**src/verilog/ais_defines.svh**
```systemverilog
// Purpose: Offsets, field positions, reset values and timing counts of the injection sequencer
// Assumes: 32-bit register port, byte addresses, one word per register
// Notes:   Definitions only
`ifndef AIS_DEFINES_SVH
`define AIS_DEFINES_SVH
// ****************************************
// Register offsets
// ****************************************
`define AIS_CTRL_OFS      8'h00
`define AIS_STATUS_OFS    8'h04
`define AIS_STD_RES_OFS   8'h08
`define AIS_INJ_RES_OFS   8'h0c
`define AIS_IRQ_STAT_OFS  8'h10
`define AIS_IRQ_MASK_OFS  8'h14
// ****************************************
// Control fields
// ****************************************
`define AIS_CTRL_START    0
`define AIS_CTRL_PEND     1
`define AIS_CTRL_MODE_LO  2
`define AIS_CTRL_CH_LO    4
`define AIS_CTRL_ICH_LO   8
// ****************************************
// Interrupt status bits and reset values
// ****************************************
`define AIS_IRQ_STD       0
`define AIS_IRQ_INJ       1
`define AIS_IRQ_TRIG      2
`define AIS_IRQ_RST       3'h0
`define AIS_MASK_RST      3'h0
// ****************************************
// Timing
// ****************************************
`define AIS_CLK_NS        50
`define AIS_TCL_NS        25
`define AIS_HAZ_TCL       2
`define AIS_HAZ_CYC       (((`AIS_HAZ_TCL * `AIS_TCL_NS) + `AIS_CLK_NS - 1) / `AIS_CLK_NS)
`define AIS_CONV_CYC      16
`endif

```
**src/verilog/ais_pkg.sv**
```systemverilog
// Purpose: Types of the injection sequencer
// Assumes: Constants live in ais_defines.svh
// Notes:   One-hot sequencer states
package ais_pkg;
    typedef enum logic [3:0] {
        AIS_IDLE    = 4'h1,
        AIS_STD     = 4'h2,
        AIS_INJ     = 4'h4,
        AIS_BLOCKED = 4'h8
    } ais_state_t;

    typedef enum logic [1:0] {
        AIS_SINGLE      = 2'h0,
        AIS_SINGLE_CONT = 2'h1,
        AIS_SCAN        = 2'h2,
        AIS_SCAN_CONT   = 2'h3
    } ais_mode_t;

    typedef struct packed {
        logic [7:0]  addr;
        logic [31:0] wdata;
        logic        wr;
        logic        rd;
    } ais_bus_t;
endpackage : ais_pkg

```
**src/verilog/ais_sequencer.sv**
```systemverilog
// Purpose: Conversion sequencer of the A/D converter, standard and injected
// Assumes: ref_clk 20 MHz, trigger pulse from logic on ref_clk, sample from core
// Notes:   Keeps the known stepping fault around the end of an injection
//
// Notes on behaviour
// - Software starts single, scan or continuous conversions
// - Start near injection end loses injected result
// - That hazard blocks converter, no more work
// - Normal injection end stores result, raises flag
// - Injection request sets pending and trigger flag
// - Pending bit unprotected during control writes
// - Hidden latch runs injections, not pending bit
// - Standard start aborts running injection only in its last cycle
//
// Added by the designer: the register addresses and the address-and-strobe port.
`timescale 1ns/10ps
`include "ais_defines.svh"

module ais_sequencer #(
    parameter int DW       = 10,
    parameter int CONV_CYC = `AIS_CONV_CYC
) (
    input  wire logic              ref_clk,
    input  wire logic              reset,
    input  wire ais_pkg::ais_bus_t bus,
    output logic [31:0]            rdata,
    input  wire logic              inj_req,
    input  wire logic [DW-1:0]     conv_sample,
    output logic [3:0]             conv_channel,
    output logic                   irq
);
    localparam logic [7:0] HAZ   = 8'(`AIS_HAZ_CYC);
    localparam logic [7:0] CLAST = 8'(CONV_CYC - 1);

    ais_pkg::ais_state_t state,      next_state;
    logic [7:0]          cnt,        next_cnt;
    logic                run,        next_run;
    logic                pend,       next_pend;
    logic                inj_latch,  next_inj_latch;
    ais_pkg::ais_mode_t  mode,       next_mode;
    logic [3:0]          std_ch,     next_std_ch;
    logic [3:0]          scan_ch,    next_scan_ch;
    logic [3:0]          inj_ch,     next_inj_ch;
    logic [15:0]         std_res,    next_std_res;
    logic [15:0]         inj_res,    next_inj_res;
    logic [2:0]          irq_stat,   next_irq_stat;
    logic [2:0]          irq_mask,   next_irq_mask;
    logic [31:0]         next_rdata;

    logic ctrl_wr;
    logic start_wr;
    logic conv_end;

    assign ctrl_wr  = bus.wr && (bus.addr == `AIS_CTRL_OFS);
    assign start_wr = ctrl_wr && bus.wdata[`AIS_CTRL_START];
    assign conv_end = (cnt == 8'h00);

    // ****************************************
    // Sequencer
    // ****************************************
    always_comb begin
        next_state     = state;
        next_cnt       = conv_end ? cnt : cnt - 8'h01;
        next_run       = run;
        next_pend      = pend;
        next_inj_latch = inj_latch;
        next_mode      = mode;
        next_std_ch    = std_ch;
        next_scan_ch   = scan_ch;
        next_inj_ch    = inj_ch;
        next_std_res   = std_res;
        next_inj_res   = inj_res;
        next_irq_stat  = irq_stat;
        next_irq_mask  = irq_mask;
        if (bus.wr && bus.addr == `AIS_IRQ_STAT_OFS) begin
            next_irq_stat = irq_stat & ~bus.wdata[2:0];
        end
        if (bus.wr && bus.addr == `AIS_IRQ_MASK_OFS) begin
            next_irq_mask = bus.wdata[2:0];
        end
        if (ctrl_wr) begin
            // Plain write of the whole word: a request landing earlier in the
            // same read-modify-write is lost from the visible bit
            next_pend   = bus.wdata[`AIS_CTRL_PEND];
            next_run    = bus.wdata[`AIS_CTRL_START];
            next_mode   = ais_pkg::ais_mode_t'(bus.wdata[`AIS_CTRL_MODE_LO +: 2]);
            next_std_ch = bus.wdata[`AIS_CTRL_CH_LO +: 4];
            next_inj_ch = bus.wdata[`AIS_CTRL_ICH_LO +: 4];
            if (start_wr && !run) begin
                next_scan_ch = bus.wdata[`AIS_CTRL_CH_LO +: 4];
            end
        end
        case (state)
            ais_pkg::AIS_IDLE: begin
                if (inj_latch) begin
                    next_state = ais_pkg::AIS_INJ;
                    next_cnt   = CLAST;
                end else if (run) begin
                    next_state = ais_pkg::AIS_STD;
                    next_cnt   = CLAST;
                end
            end
            ais_pkg::AIS_STD: begin
                if (conv_end) begin
                    next_std_res                = {scan_ch, 2'h0, 10'(conv_sample)};
                    next_irq_stat[`AIS_IRQ_STD] = 1'b1;
                    next_cnt                    = CLAST;
                    if (mode[1] && scan_ch != 4'h0) begin
                        next_scan_ch = scan_ch - 4'h1;
                    end else begin
                        next_scan_ch = std_ch;
                        if (!mode[0]) begin
                            next_run = 1'b0;
                        end
                    end
                    if (inj_latch) begin
                        next_state = ais_pkg::AIS_INJ;
                    end else if (!(next_run && run)) begin
                        next_state = ais_pkg::AIS_IDLE;
                    end
                end else if (!run) begin
                    next_state = ais_pkg::AIS_IDLE;
                end
            end
            ais_pkg::AIS_INJ: begin
                // A late start wedges the converter; an early one only waits
                if (start_wr && cnt < HAZ) begin
                    next_state = ais_pkg::AIS_BLOCKED;
                end else if (conv_end) begin
                    next_inj_res                = {inj_ch, 2'h0, 10'(conv_sample)};
                    next_irq_stat[`AIS_IRQ_INJ] = 1'b1;
                    next_inj_latch              = 1'b0;
                    next_pend                   = 1'b0;
                    next_cnt                    = CLAST;
                    next_state = next_run ? ais_pkg::AIS_STD : ais_pkg::AIS_IDLE;
                end
            end
            ais_pkg::AIS_BLOCKED: begin
                next_state = ais_pkg::AIS_BLOCKED;
            end
            default: begin
                next_state = ais_pkg::AIS_IDLE;
            end
        endcase
        // Hardware set wins over a software clear in the same cycle
        if (inj_req && state != ais_pkg::AIS_BLOCKED) begin
            next_pend                    = 1'b1;
            next_irq_stat[`AIS_IRQ_TRIG] = 1'b1;
            next_inj_latch               = 1'b1;
        end
    end

    // ****************************************
    // Register read
    // ****************************************
    always_comb begin
        next_rdata = 32'h0;
        if (bus.rd) begin
            case (bus.addr)
                `AIS_CTRL_OFS:     next_rdata = {20'h0, inj_ch, std_ch, mode, pend, run};
                `AIS_STATUS_OFS:   next_rdata = {29'h0, state == ais_pkg::AIS_BLOCKED, inj_latch,
                                                 state == ais_pkg::AIS_STD};
                `AIS_STD_RES_OFS:  next_rdata = {16'h0, std_res};
                `AIS_INJ_RES_OFS:  next_rdata = {16'h0, inj_res};
                `AIS_IRQ_STAT_OFS: next_rdata = {29'h0, irq_stat};
                `AIS_IRQ_MASK_OFS: next_rdata = {29'h0, irq_mask};
                default:           next_rdata = 32'h0;
            endcase
        end
    end

    always_ff @(posedge ref_clk or posedge reset) begin
        if (reset) begin
            state        <= ais_pkg::AIS_IDLE;
            cnt          <= 8'h00;
            run          <= 1'b0;
            pend         <= 1'b0;
            inj_latch    <= 1'b0;
            mode         <= ais_pkg::AIS_SINGLE;
            std_ch       <= 4'h0;
            scan_ch      <= 4'h0;
            inj_ch       <= 4'h0;
            std_res      <= 16'h0;
            inj_res      <= 16'h0;
            irq_stat     <= `AIS_IRQ_RST;
            irq_mask     <= `AIS_MASK_RST;
            rdata        <= 32'h0;
            conv_channel <= 4'h0;
            irq          <= 1'b0;
        end else begin
            state        <= next_state;
            cnt          <= next_cnt;
            run          <= next_run;
            pend         <= next_pend;
            inj_latch    <= next_inj_latch;
            mode         <= next_mode;
            std_ch       <= next_std_ch;
            scan_ch      <= next_scan_ch;
            inj_ch       <= next_inj_ch;
            std_res      <= next_std_res;
            inj_res      <= next_inj_res;
            irq_stat     <= next_irq_stat;
            irq_mask     <= next_irq_mask;
            rdata        <= next_rdata;
            conv_channel <= (next_state == ais_pkg::AIS_INJ) ? next_inj_ch : next_scan_ch;
            irq          <= |(next_irq_stat & next_irq_mask);
        end
    end

    wire inj_last = (state == ais_pkg::AIS_INJ) && conv_end;
endmodule : ais_sequencer
```
**config.mk**
```make
export PLATFORM = sky130hd
export DESIGN_NAME = ais_sequencer
export DESIGN_NICKNAME = d
export VERILOG_FILES = /design/src/verilog/ais_pkg.sv /design/src/verilog/ais_sequencer.sv
export VERILOG_INCLUDE_DIRS = /design/src /design/src/verilog
export SDC_FILE = /design/constraint.sdc
export NUM_CORES = 1
export LEC_CHECK = 0
export BUFFER_PORTS_ARGS = -buffer_cell sky130_fd_sc_hd__buf_2
export CAP_MARGIN = 20
export CORE_ASPECT_RATIO = 0.8
export CORE_MARGIN = 2
export CORE_UTILIZATION = 45
export CTS_CLUSTER_SIZE = 30
export DETAILED_ROUTE_END_ITERATION = 6
export GPL_ROUTABILITY_DRIVEN = 0
export GPL_TIMING_DRIVEN = 0
export PLACE_DENSITY = 0.69
export SETUP_SLACK_MARGIN = 0.02
export SLEW_MARGIN = 0
export SYNTH_ARGS = -nofsm -noshare
export SYNTH_HDL_FRONTEND = slang
export SYNTH_SLANG_ARGS = --single-unit
```
**constraint.sdc**
```tcl
create_clock -name ref_clk -period 4.4 [get_ports ref_clk]
set_input_delay 1.32 -clock ref_clk [delete_from_list [all_inputs] [get_ports ref_clk]]
set_output_delay 1.32 -clock ref_clk [all_outputs]
set_load 0.02 [all_outputs]
```
==> results by group <==
Status
  • Status: finished clean

Global routing
  • Grt ovf: 0
  • GR Util met2: 0.294
  • Met1 usage: 0.280
  • First-pass GRT wire length: 13900 microns
  • Vias in the first global route: 2688
  • Largest net degree at the start of global routing: 45
  • Met3 usage: 0.0439
  • GRT Overall Usage: 0.192
  • GRT busiest layer: met2
  • Initial antenna violation count: 0

Place
  • Port-buffer cells: 55
  • Placed Instances: 520
  • Placed wire-length estimate: 6500 microns

STA
  • Slew headroom: 0.392
  • Max-slew violation count: 0
  • Setup TNS: 0 ns
  • Worst slew pin tran: between 0.9 and 1 ns
  • Final hold slack: 0.497 ns
  • Clock skew: roughly 0.012 ns
  • Max Fclk: 0.321 GHz
  • Fin. Hold Viols: 0
  • Minimum clock period: between 3 and 4 ns
  • Final period utilization: 0.709
  • RSZ-0062 raised after global routing: false
  • Setup-failing EPs final: 0

Worst setup path
  • Slowest CP cell: nor4_1
  • Reg2Reg Depth: 9
  • Worst endpoint data arrival time: 3.36 ns
  • Worst EP required: 4.64 ns
  • CP Cell Sequence: buf_2 > clkbuf_1 > nor4_1 > nand3_1 > buf_2 > mux2i_1 > nand2_1 > a221o_1
  • Bufs and invs on worst path: 3
  • Worst-path fanout max: 10
  • Setup CP Type: primary input to flip-flop
  • CP top delay family: simple AND/OR/NAND/NOR gates
  • Slowest Stage Delay on Critical Path: 0.42 ns
  • Crit start category: primary input
  • CP most frequent cell: buf_2
  • CP Capture Type: flip-flop
  • Total number of cells along the worst setup path: 8

Final layout
  • Non-filler instance count after layout: 536
  • Nets: roughly 480
  • Number of diodes: 0
  • Synthesis-to-layout area growth: 17.0%
  • Share of layout cells above drive strength 1: 0.342

Clocking
  • Post-cts sizing count: 0
  • H-tree depth: 3
  • Hold Buf Count CTS: 0
  • Worst-path clk slew: 0.09 ns
  • CTS Root Cell: clkbuf_8
  • Clock latency on the worst-skew pair: roughly 0.35 ns
  • TritonCTS buffer count: 9
  • Postcts setup bufs: 0
  • Worst-case clock buffer depth: 2
  • CTS tree: done
  • Clock Sink Count: 84

Synth
  • Post-synthesis async set-or-reset flop share: 1.00
  • Top FF cell, synth: dfrtp_1
  • Simple-gate share of the synthesized area: 0.128
  • Register area share after synthesis: 0.529
  • Number of synthesized flops with an enable pin: 0
  • Post-synth cell types: 56
  • Largest cells by area after synthesis: dfrtp_1, mux2_2, buf_4, mux2i_1, nor2_1
  • FF+latch count, synth: 84
  • Post-synthesis cell area: 0.00398 sq mm
  • Post-synthesis xor/xnor area fraction: 0.0154
  • Count leader, synth: dfrtp_1
  • Synth warn: 0
  • Post-Synth Adder-Cell Area: 0.0126
  • Mux contribution to synthesized area: 0.149
  • Share of the synthesized area in the top cell type: 0.522
  • Top cells by count, synth: dfrtp_1, mux2_2, nor2_1
  • Synth Area per Inst: 11.8 sq um
  • Main combinational cell family by area after synthesis: multiplexers
  • Post-synth top area cell: dfrtp_1
  • Compound-Gate Fraction of Synth Area: 0.115
  • Synthesized instance count: 337

Routing
  • Initial DRC count: 264
  • Routed Antenna Nets: 0
  • Via Count: 2860
  • Detailed Route WL: 8810 microns
  • Remaining DRCs: 0
  • DR pass1 iterations: 6
  • Vias per cell: 5.34
  • Drt wl/cell: 16.4 microns

Floorplanning
  • Vert. Die Dim: 88.1 microns
  • Core area: roughly 0.0085 sq mm
  • Die ar.: 0.00961 sq mm
  • Horiz. Die Dim: approximately 110 microns
  • Row count: 30
  • Initial core utilization: 0.467
  • Top Ports: 92

Hold path
  • Hold Crit Class: flip-flop to flip-flop
  • Hold depth: 1

Pwr
  • VDD IR max: 0.316 mV
  • Power per cell area: 388 mW/mm^2
  • Pleak: 2.16 nW

Flow run
  • Max Cap Viol: 0
## where the power goes
group / switching, mW / leakage (nW) / internal [mW] / total [mW]
Clock: 0.294 / 0.0886 / 0.214 / 0.507
Combinational: 0.211 / 1.02 / 0.167 / 0.377
Sequential: 0.0617 / 1.05 / 0.858 / 0.920
## layer usage
metal,wire (microns),share of wire
met5,0,0
met1,4210,0.48
met3,686,0.078
met4,97,0.011
met2,3820,0.43
## placed cells by master, fill, tap and decap left out, drive strengths merged, types with 5 or more instances in the layout
cell type	n
a222oi	10
a22oi	5
buf	75
clkbuf	16
conb	16
dfrtp	83
inv	13
mux2	43
mux2i	11
nand2	22
nand3	10
nor2	30
nor3	6
nor4	5
o21ai	19
xor2	6
## area by class of cell
type | count | area, sq um
fillers | 755 | 3870
flip-flops and latches | 84 | 2100
multi-input cells | 233 | 1730
repair buffers | 56 | 295
plain buffers | 26 | 168
well taps | 112 | 140
clock buffers | 9 | 124
clock inverters | 7 | 57.6
inverters | 9 | 36.3
## state kept, by name, indices dropped and copies added (netlist names), 4 cells and up
register	cells
conv_channel	4
rdata	16
cnt	8
inj_ch	4
std_res	14
std_ch	4
scan_ch	4
inj_res	14
state	4
## path summary, 6_finish.rpt
kind                       slack (ns)                endpoint              startpoint
min reg2reg                      0.50  inj_res[5]$_DFFE_PP0P_  inj_res[5]$_DFFE_PP0P_
min                              0.50  inj_res[5]$_DFFE_PP0P_  inj_res[5]$_DFFE_PP0P_
min in group asynchronous        1.01     inj_ch[2]$_DFF_PP0_                   reset
max reg2reg                      1.70  inj_res[9]$_DFFE_PP0P_        cnt[0]$_DFF_PP0_
max                              1.28      state[1]$_DFF_PP0_                 bus[36]
max in group asynchronous        2.78   irq_stat[0]$_DFF_PP0_                   reset
## metrics by stage
stage                     utilization  power, mW  cell area, sq um  setup WS [ns]
after floorplan                     -       1.20              4030          0.917
after CTS                       0.546       1.82              4650           1.33
after global placement          0.522       1.30              4450        -0.0203
after global routing            0.546       1.91              4650           1.21
after detailed placement        0.525       1.31              4470          0.951
final                           0.546       1.80              4650           1.28
## kinds of logic (layout without fill, tap and decap cells)
logic type	Yosys count	after routing
flops	84	84
other cells	1	16
compound gates	59	59
fa+ha+maj	4	4
xor+xnor	7	7
simple gates	93	93
mux	54	54
buf+inv	35	107
## worst reg2reg max path: stages (launching register included)
cell and delay [ns]:
dfrtp_1 0.40, inv_1 0.08, ha_1 0.15, nor3b_1 0.35
and2_0 0.17, buf_2 0.16, inv_2 0.11, a211oi_4 0.56
buf_6 0.26, mux2_2 0.35
Note: power is estimated with default switching activity, not from simulation.
